[src/rtl/vpas_cfg.svh]
// What this block does
// - access starts on strobe with select, ends on hold
// - strap caught at programming picks mode
// - row, hold, column setup, then column strobes
// - pipelining frees column address after hold time
// - write with column delay adds one edge
// - reads without extend option: enable follows column
// - host itself makes the vram write enable
// - mode 0 latch pulse with select sets request
// - mode 0 row strobes on clock edge when free
// - mode 0 hold request after first edge
// - select may drop once hold is asserted
// - hold release drops row strobes and acknowledge
// - column strobes end or stretch per extend option
// - latch input low by hold release period
// - pipelined next latch only after hold cycle
// - mode 1 select comes with strobe, on the same edge
// - mode 1 row strobes straight from strobe
// - mode 1 held off starts after busy clears
// - hold with or after strobe, carries access
// - only a fresh strobe starts an access
// - strobe and hold may be one wire
// - pipelined strobe reassertion requests next access
// - inputs synchronous to the system clock
`ifndef VPAS_CFG_SVH
`define VPAS_CFG_SVH

// ==========================================
// timing
`define VPAS_CLK_MHZ 250
`define VPAS_ROW_HOLD_NS 10
`define VPAS_COL_SETUP_NS 4
`define VPAS_COL_HOLD_NS 12
`define VPAS_PRECHARGE_NS 40
`define VPAS_ROW_HOLD_CYC ((`VPAS_ROW_HOLD_NS * `VPAS_CLK_MHZ + 999) / 1000)
`define VPAS_COL_SETUP_CYC ((`VPAS_COL_SETUP_NS * `VPAS_CLK_MHZ + 999) / 1000)
`define VPAS_COL_HOLD_CYC ((`VPAS_COL_HOLD_NS * `VPAS_CLK_MHZ + 999) / 1000)
`define VPAS_PRECHARGE_CYC ((`VPAS_PRECHARGE_NS * `VPAS_CLK_MHZ + 999) / 1000)

// ==========================================
// host register map
`define VPAS_REG_CTRL 4'h0
`define VPAS_REG_ADDR 4'h4
`define VPAS_REG_HOLD 4'h8
`define VPAS_REG_STATUS 4'hc
`define VPAS_CTRL_START 0
`define VPAS_CTRL_WRITE 1
`define VPAS_CTRL_MODE1 2
`define VPAS_CTRL_EXTEND 3
`define VPAS_ADDR_BANK_LSB 22
`define VPAS_ADDR_BYTE_LSB 24
`define VPAS_STATUS_BUSY 0
`define VPAS_STATUS_ACKS_LSB 8
`define VPAS_HOLD_RST 8'h04

`endif

[src/rtl/vpas_pkg.sv]
package vpas_pkg;
  // ==========================================
  // types
  typedef enum logic [5:0] {
    VPAS_D_IDLE = 6'h01,
    VPAS_D_ROW = 6'h02,
    VPAS_D_COLSU = 6'h04,
    VPAS_D_COLDLY = 6'h08,
    VPAS_D_COL = 6'h10,
    VPAS_D_EXTEND = 6'h20
  } vpas_dev_state_t;

  typedef enum logic [2:0] {
    VPAS_H_IDLE = 3'h1,
    VPAS_H_STROBE = 3'h2,
    VPAS_H_HOLD = 3'h4
  } vpas_host_state_t;

  typedef struct packed {
    logic mode1;
    logic pipeline;
    logic col_delay;
    logic cas_ext_opt;
    logic ack_en;
  } vpas_cfg_t;
endpackage

[src/rtl/vpas_link_if.sv]
interface vpas_link_if #(
  parameter int HW = 11,
  parameter int NR = 4,
  parameter int NC = 4
);
  logic address_strobe;
  logic chip_select;
  logic access_hold_request;
  logic write_indicator;
  logic vram_write_enable;
  logic [2*HW-1:0] address;
  logic [$clog2(NR)-1:0] bank_select;
  logic [NC-1:0] byte_select;
  logic [NC-1:0] cas_extend_inputs;
  logic [NR-1:0] row_strobe;
  logic [NC-1:0] col_strobe;
  logic [HW-1:0] muxed_address_out;
  logic transfer_output_enable;
  logic transfer_acknowledge;

  modport device (
    input address_strobe, chip_select, access_hold_request, write_indicator,
    input address, bank_select, byte_select, cas_extend_inputs,
    output row_strobe, col_strobe, muxed_address_out, transfer_output_enable, transfer_acknowledge
  );
  modport host (
    output address_strobe, chip_select, access_hold_request, write_indicator, vram_write_enable,
    output address, bank_select, byte_select, cas_extend_inputs,
    input row_strobe, col_strobe, muxed_address_out, transfer_output_enable, transfer_acknowledge
  );
endinterface

[src/rtl/vpas_down_timer.sv]
module vpas_down_timer #(
  parameter int W = 8
) (
  // clock and reset
  input wire logic clk,
  input wire logic reset_n,
  // control
  input wire logic load,
  input wire logic [W-1:0] value,
  output logic done
);
  import vpas_pkg::*;

  typedef struct packed {
    logic [W-1:0] cnt;
  } vpas_tmr_state_t;

  vpas_tmr_state_t state_reg;
  vpas_tmr_state_t state_next;

  // ==========================================
  // count down to zero
  always_comb begin
    state_next = state_reg;
    if (load) begin
      state_next.cnt = value;
    end else if (state_reg.cnt != '0) begin
      state_next.cnt = state_reg.cnt - W'(1);
    end
  end

  always_ff @(posedge clk) begin
    if (!reset_n) begin
      state_reg <= '0;
    end else begin
      state_reg <= state_next;
    end
  end

  assign done = (state_reg.cnt == '0);
endmodule // vpas_down_timer

[src/rtl/vpas_device.sv]
// The placing of the registers and the plain strobed port were chosen for this implementation.
`include "vpas_cfg.svh"

module vpas_device #(
  parameter int HW = 11,
  parameter int NR = 4,
  parameter int NC = 4,
  parameter int TW = 8
) (
  // clock and reset
  input wire logic clk,
  input wire logic reset_n,
  // programming
  input wire logic program_load,
  input wire logic mode_select_strap,
  input wire logic pipeline_option,
  input wire logic column_delay_bit,
  input wire logic cas_extend_option,
  input wire logic ack_option,
  // arbitration
  input wire logic refresh_busy,
  input wire logic port_b_busy,
  input wire logic transfer_busy,
  // link
  vpas_link_if.device link
);
  import vpas_pkg::*;

  localparam int BW = $clog2(NR);

  typedef struct packed {
    vpas_dev_state_t st;
    vpas_cfg_t cfg;
    logic strobe_prev;
    logic req_latch;
    logic hold_seen;
    logic col_hold_done;
    logic [2*HW-1:0] pend_addr;
    logic [BW-1:0] pend_bank;
    logic [NC-1:0] pend_bytes;
    logic [2*HW-1:0] cur_addr;
    logic [NC-1:0] cur_bytes;
    logic [NR-1:0] row_strobe;
    logic [NC-1:0] col_strobe;
    logic [HW-1:0] q;
    logic toe;
    logic ack;
  } vpas_dev_reg_t;

  vpas_dev_reg_t state_reg;
  vpas_dev_reg_t state_next;

  logic ph_load;
  logic [TW-1:0] ph_value;
  logic ph_done;
  logic pre_load;
  logic pre_done;
  logic fresh;
  logic req_in;
  logic can_start;
  logic from_fresh;
  logic start;
  logic release_hold;
  logic finish;
  logic [NC-1:0] ext_cas;

  function automatic logic [NR-1:0] bank_decode(input logic [BW-1:0] b);
    logic [NR-1:0] r;
    r = '0;
    r[b] = 1'b1;
    return r;
  endfunction

  // ==========================================
  // timers
  vpas_down_timer #(.W(TW)) phase_timer (
    .clk(clk),
    .reset_n(reset_n),
    .load(ph_load),
    .value(ph_value),
    .done(ph_done)
  );

  vpas_down_timer #(.W(TW)) precharge_timer (
    .clk(clk),
    .reset_n(reset_n),
    .load(pre_load),
    .value(TW'(`VPAS_PRECHARGE_CYC)),
    .done(pre_done)
  );

  // ==========================================
  // sequencer
  always_comb begin
    state_next = state_reg;
    ph_load = 1'b0;
    ph_value = '0;
    pre_load = 1'b0;
    finish = 1'b0;
    state_next.strobe_prev = link.address_strobe;
    if (program_load) begin
      state_next.cfg.mode1 = mode_select_strap;
      state_next.cfg.pipeline = pipeline_option;
      state_next.cfg.col_delay = column_delay_bit;
      state_next.cfg.cas_ext_opt = cas_extend_option;
      state_next.cfg.ack_en = ack_option;
    end
    // only a rising strobe with select counts as a request
    fresh = link.address_strobe & ~state_reg.strobe_prev;
    req_in = fresh & link.chip_select;
    can_start = (state_reg.st == VPAS_D_IDLE) & pre_done & ~refresh_busy & ~port_b_busy & ~transfer_busy;
    from_fresh = state_reg.cfg.mode1 & req_in & ~state_reg.req_latch;
    start = can_start & (state_reg.req_latch | from_fresh);
    // set wins over clear
    state_next.req_latch = (state_reg.req_latch & ~start) | (req_in & ~(start & from_fresh));
    if (req_in & ~(start & from_fresh)) begin
      state_next.pend_addr = link.address;
      state_next.pend_bank = link.bank_select;
      state_next.pend_bytes = link.byte_select;
    end
    release_hold = state_reg.hold_seen & ~link.access_hold_request;
    if (link.access_hold_request) begin
      state_next.hold_seen = 1'b1;
    end
    ext_cas = state_reg.col_strobe & link.cas_extend_inputs;
    case (state_reg.st)
      VPAS_D_IDLE: begin
        state_next.hold_seen = 1'b0;
        if (start) begin
          state_next.st = VPAS_D_ROW;
          state_next.hold_seen = link.access_hold_request;
          state_next.col_hold_done = 1'b0;
          ph_load = 1'b1;
          ph_value = TW'(`VPAS_ROW_HOLD_CYC);
          if (from_fresh) begin
            state_next.cur_addr = link.address;
            state_next.cur_bytes = link.byte_select;
            state_next.row_strobe = bank_decode(link.bank_select);
            state_next.q = link.address[2*HW-1:HW];
          end else begin
            state_next.cur_addr = state_reg.pend_addr;
            state_next.cur_bytes = state_reg.pend_bytes;
            state_next.row_strobe = bank_decode(state_reg.pend_bank);
            state_next.q = state_reg.pend_addr[2*HW-1:HW];
          end
        end
      end
      VPAS_D_ROW: begin
        if (release_hold) begin
          finish = 1'b1;
        end else if (ph_done) begin
          state_next.st = VPAS_D_COLSU;
          state_next.q = state_reg.cur_addr[HW-1:0];
          ph_load = 1'b1;
          ph_value = TW'(`VPAS_COL_SETUP_CYC);
        end
      end
      VPAS_D_COLSU: begin
        if (release_hold) begin
          finish = 1'b1;
        end else if (ph_done) begin
          if (link.write_indicator & state_reg.cfg.col_delay) begin
            state_next.st = VPAS_D_COLDLY;
          end else begin
            state_next.st = VPAS_D_COL;
            state_next.col_strobe = state_reg.cur_bytes;
            ph_load = 1'b1;
            ph_value = TW'(`VPAS_COL_HOLD_CYC);
          end
        end
      end
      VPAS_D_COLDLY: begin
        if (release_hold) begin
          finish = 1'b1;
        end else begin
          state_next.st = VPAS_D_COL;
          state_next.col_strobe = state_reg.cur_bytes;
          ph_load = 1'b1;
          ph_value = TW'(`VPAS_COL_HOLD_CYC);
        end
      end
      VPAS_D_COL: begin
        if (ph_done & state_reg.cfg.pipeline & ~state_reg.col_hold_done) begin
          state_next.col_hold_done = 1'b1;
          state_next.q = state_reg.pend_addr[2*HW-1:HW];
        end
        if (release_hold) begin
          finish = 1'b1;
        end
      end
      VPAS_D_EXTEND: begin
        state_next.col_strobe = ext_cas;
        if (ext_cas == '0) begin
          state_next.st = VPAS_D_IDLE;
        end
      end
      default: begin
        state_next.st = VPAS_D_IDLE;
        state_next.row_strobe = '0;
        state_next.col_strobe = '0;
      end
    endcase
    if (finish) begin
      state_next.row_strobe = '0;
      state_next.hold_seen = 1'b0;
      pre_load = 1'b1;
      if (state_reg.cfg.cas_ext_opt | (ext_cas == '0)) begin
        state_next.col_strobe = '0;
        state_next.st = VPAS_D_IDLE;
      end else begin
        state_next.col_strobe = ext_cas;
        state_next.st = VPAS_D_EXTEND;
      end
    end
    state_next.ack = state_reg.cfg.ack_en & (state_next.st == VPAS_D_COL) & (state_next.col_strobe != '0);
    state_next.toe = ~link.write_indicator & ~state_reg.cfg.cas_ext_opt & (state_next.col_strobe != '0);
  end

  always_ff @(posedge clk) begin
    if (!reset_n) begin
      state_reg <= '0;
      state_reg.st <= VPAS_D_IDLE;
    end else begin
      state_reg <= state_next;
    end
  end

  // ==========================================
  // outputs
  assign link.row_strobe = state_reg.row_strobe;
  assign link.col_strobe = state_reg.col_strobe;
  assign link.muxed_address_out = state_reg.q;
  assign link.transfer_output_enable = state_reg.toe;
  assign link.transfer_acknowledge = state_reg.ack;
endmodule // vpas_device

[src/flat_wrapper.sv]
// flat-port wrapper written by rule: the top's interface ports become plain ports
module vpas_device_flat import vpas_pkg::*;
#(
  parameter int HW = 11,
  parameter int NR = 4,
  parameter int NC = 4,
  parameter int TW = 8
)
  (clk, reset_n, program_load, mode_select_strap, pipeline_option, column_delay_bit, cas_extend_option, ack_option, refresh_busy, port_b_busy, transfer_busy, link_address_strobe, link_chip_select, link_access_hold_request, link_write_indicator, link_address, link_bank_select, link_byte_select, link_cas_extend_inputs, link_row_strobe, link_col_strobe, link_muxed_address_out, link_transfer_output_enable, link_transfer_acknowledge);
  vpas_link_if #(.HW(HW), .NR(NR), .NC(NC)) link_i ();
  input wire logic clk;
  input wire logic reset_n;
  input wire logic program_load;
  input wire logic mode_select_strap;
  input wire logic pipeline_option;
  input wire logic column_delay_bit;
  input wire logic cas_extend_option;
  input wire logic ack_option;
  input wire logic refresh_busy;
  input wire logic port_b_busy;
  input wire logic transfer_busy;
  input wire logic [$bits(link_i.address_strobe)-1:0] link_address_strobe;
  input wire logic [$bits(link_i.chip_select)-1:0] link_chip_select;
  input wire logic [$bits(link_i.access_hold_request)-1:0] link_access_hold_request;
  input wire logic [$bits(link_i.write_indicator)-1:0] link_write_indicator;
  input wire logic [$bits(link_i.address)-1:0] link_address;
  input wire logic [$bits(link_i.bank_select)-1:0] link_bank_select;
  input wire logic [$bits(link_i.byte_select)-1:0] link_byte_select;
  input wire logic [$bits(link_i.cas_extend_inputs)-1:0] link_cas_extend_inputs;
  output wire logic [$bits(link_i.row_strobe)-1:0] link_row_strobe;
  output wire logic [$bits(link_i.col_strobe)-1:0] link_col_strobe;
  output wire logic [$bits(link_i.muxed_address_out)-1:0] link_muxed_address_out;
  output wire logic [$bits(link_i.transfer_output_enable)-1:0] link_transfer_output_enable;
  output wire logic [$bits(link_i.transfer_acknowledge)-1:0] link_transfer_acknowledge;
  assign link_i.address_strobe = link_address_strobe;
  assign link_i.chip_select = link_chip_select;
  assign link_i.access_hold_request = link_access_hold_request;
  assign link_i.write_indicator = link_write_indicator;
  assign link_i.address = link_address;
  assign link_i.bank_select = link_bank_select;
  assign link_i.byte_select = link_byte_select;
  assign link_i.cas_extend_inputs = link_cas_extend_inputs;
  assign link_row_strobe = link_i.row_strobe;
  assign link_col_strobe = link_i.col_strobe;
  assign link_muxed_address_out = link_i.muxed_address_out;
  assign link_transfer_output_enable = link_i.transfer_output_enable;
  assign link_transfer_acknowledge = link_i.transfer_acknowledge;
  vpas_device #(.HW(HW), .NR(NR), .NC(NC), .TW(TW)) u_core (.clk(clk), .reset_n(reset_n), .program_load(program_load), .mode_select_strap(mode_select_strap), .pipeline_option(pipeline_option), .column_delay_bit(column_delay_bit), .cas_extend_option(cas_extend_option), .ack_option(ack_option), .refresh_busy(refresh_busy), .port_b_busy(port_b_busy), .transfer_busy(transfer_busy), .link(link_i));
endmodule
[config.mk]
export PLATFORM = sky130hd
export DESIGN_NAME = vpas_device_flat
export DESIGN_NICKNAME = d
export VERILOG_FILES = /design/src/rtl/vpas_pkg.sv /design/src/rtl/vpas_link_if.sv /design/src/rtl/vpas_down_timer.sv /design/src/rtl/vpas_device.sv /design/src/flat_wrapper.sv
export VERILOG_INCLUDE_DIRS = /design/src /design/src/rtl
export SDC_FILE = /design/constraint.sdc
export NUM_CORES = 1
export LEC_CHECK = 0
export BUFFER_PORTS_ARGS = -buffer_cell sky130_fd_sc_hd__buf_2
export CAP_MARGIN = 20
export CORE_MARGIN = 1.5
export CORE_UTILIZATION = 50
export CTS_CLUSTER_SIZE = 16
export DETAILED_ROUTE_END_ITERATION = 8
export PLACE_DENSITY_LB_ADDON = 0.25
export SETUP_SLACK_MARGIN = 0.02
export SLEW_MARGIN = 20
export SYNTH_ARGS = -nofsm -noshare
export SYNTH_HDL_FRONTEND = slang
export SYNTH_SLANG_ARGS = --single-unit
export TNS_END_PERCENT = 30
[constraint.sdc]
create_clock -name clk -period 2.7 [get_ports clk]
set_input_delay 0 -clock clk [delete_from_list [all_inputs] [get_ports clk]]
set_output_delay 0 -clock clk [all_outputs]
set_load 0.005 [all_outputs]
==> qor.yml <==
areaGrowthSynthToFinish_pct: 21.6
synth-edff-count: 0
slowest_delay_ps: 570
clock_latency_ps: 360
use_met1: 0.296
area_share_of_the_largest_cell_type_after_synthesis: 0.423
post-route-min-period_ps: 2550
port_buffers: 67
ys_dominant_reg_cell: "dfxtp_1"
fraction_of_final_layout_cells_sized_beyond_drive_strength_1: 0.206
setup.worst_path.end_class: "register"
yosysWarningCount: 0
critical_path.cell_chain: "inv_1 -> or4_4 -> a2111o_1 -> a22oi_1 -> a311oi_2 -> nor4_2 -> nor4_1"
fp.dieW_um: 97.8
placeableCoreArea_sq_um: 8720
clock_tree.buffer_depth: 2
multi_input_comb_area_sq_um: 2310
floorplan.die_area_sq_um: 9570
start_util: 0.515
place_hpwl_um: 7630
run_status: "finished clean"
detailed_route_drc_error_count: 0
timing.final.crit_share: 0.944
cts-htree-levels: 3
clockRootBuffer: "clkbuf_8"
grt_first_pass_wirelength_um: 18700
power_leakage_nw: 2.09
layout.cells.most_common: "nand2_1"
global_route.usage.total: 0.238
gr-max-usage-layer: "met2"
design_area_sq_um: 5470
cpMaxStageDelayCell: "or4_4"
largest_reg_flops: 58
timing_max_transition_violations_final: 0
grt-ovfl-total: 0
timing.critical_path.arrival_ps: 2780
skew_ps: 9.72
total_number_of_vias: 4249
grt_pass1_vias: 4132
power-per-cell-area_nw_per_um2: 738
drt_iter0_drc: 279
grt_setup_unrepaired: "no"
timing_worst_slew_pin_value_ps: 760
num_rows: 34
yosysTopAreaCell: "dfxtp_1"
routed_wire_length_per_instance_um: 14.6
setup_tns_final_ps: 0
worst_ir_drop_vdd_mv: 0.382
final_net_count: 691
critical_path_peak_fanout: 6
ys_ff_latch: 95
total_clock_buffers_created_by_cts: 9
cpLargestDelayFamily: "simple AND/OR/NAND/NOR gates"
cts.clk_slew.worst_paths_ps: 90
setup-violations-final: 0
max-cap-violations: 0
syn-mean-instance-area_sq_um: 8.07
synth-async-reset-ratio: 0
critical_path_class: "register to register"
seqCellArea_sq_um: 1900
route.detailed.vias_per_inst: 5.64
utilization: 0.627
synthCells: 557
antenna_cells_inserted: 0
r2r_cells: 7
die_boundary_height_um: 97.8
grt_use_met3: 0.0444
hold_violations: 0
tritoncts: "yes"
hold_path.class: "input port to register"
io_pins: 68
ys_seq_area_frac: 0.423
rrSetupSlack_ps: 150
synth.distinct_cells: 62
achievable-frequency_mhz: 393
cp.buffers_inverters: 1
layout.filler_cells: 734
worst-path-stages: 7
ant_nets: 0
number_of_sinks_handled_by_clock_tree_synthesis: 95
routed_wl_um: 11000
synth_nets: 607
grt_start_max_net_pins: 36
timing.slew.headroom: 0.490
grt_antenna_before_repair: 0
gp_routability_congestion: 0.932
critPathRequiredTime_ps: 2930
yosys-top-cells-area: "dfxtp_1 (42%), nand2_1 (9.6%), a21oi_1 (8.4%), nor2_1 (4.8%), buf_4 (3.3%)"
firstDrtPassIters: 7
met2_global_route_usage: 0.425
layout_common_cells: "nand2_1 (115), dfxtp_1 (94), a21oi_1 (74)"
netlist_area_sq_um: 4490
worst_setup_path_start_kind: "register"
worst_hold_path.num_cells: 3
place_area_sq_um: 4830
power by group:
part	switching, mW	internal (mW)
Combinational	0.681	0.622
Clock	0.519	0.440
Sequential	0.176	1.60
timing repair:
action,4_1_cts,5_1_grt
hold buffers,37,0
endpoints found under the hold margin,37,0
buffers inserted,0,1
resized for setup,0,12
endpoints found under the setup margin,0,24
metal layers:
layer  wire length [um]  share of wire
met1               4730           0.43
met2               5580           0.51
met3                599          0.054
met4                113          0.010
met5                  0              0
final cells by class:
class / count / share of cell area
clock buffers: 9 / 0.0227
clock inverters: 7 / 0.0144
inverters: 7 / 0.00481
multi-input cells: 403 / 0.423
flip-flops and latches: 95 / 0.348
well taps: 108 / 0.0247
repair buffers: 125 / 0.163
Yosys cell counts (3+ instances only):
master,count
a31oi_1,5
or3_1,5
xnor2_1,6
nand2b_1,5
nor4_1,6
a211oi_2,9
a222oi_1,11
inv_1,7
clkbuf_1,23
a21oi_1,75
mux2i_1,5
buf_2,3
nand2_1,115
dfxtp_1,95
buf_4,20
buf_6,5
nor2b_1,4
ha_1,3
xor2_1,4
nor3b_1,3
a22oi_1,5
nand3_1,16
nor2_1,57
nand3b_1,3
o21ai_0,11
and2_1,6
nor3_1,6
through the flow:
stage	hold WS [ps]	total power [mW]	worst slack (ps)	cells
floorplan	78.7	2.69	364	557
global placement	190	2.92	148	700
detailed placement	196	2.97	41.9	700
CTS	31.7	3.97	28.0	753
global route	57.4	4.30	25.7	754
finish	46.1	4.03	153	754
worst min-delay path: stages:
cell and delay (ps):
buf_2 170, mux2i_1 130, nor2_1 70
logic make-up (layout without fill, tap and decap cells):
family	Yosys count	in the layout	synth area share
multiplexers	5	5	0.0111
XOR/XNOR	10	10	0.0195
AO/OA/AOI/OAI	143	143	0.215
AND/OR/NAND/NOR	242	242	0.247
flip-flops	95	95	0.423
adder cells (fa/ha/maj)	3	3	0.00835
buffers and inverters	59	148	0.0752
path summary, 6_finish.rpt:
path | from | end
setup / recovery | u_core.state_reg[88] | u_core.link.transfer_output_enable
setup reg to reg | u_core.state_reg[88] | u_core.link.transfer_output_enable
hold reg to reg | u_core.state_reg[75] | u_core.state_reg[75]
hold / removal | program_load | u_core.state_reg[79]
Note: power is estimated with default switching activity, not from simulation.
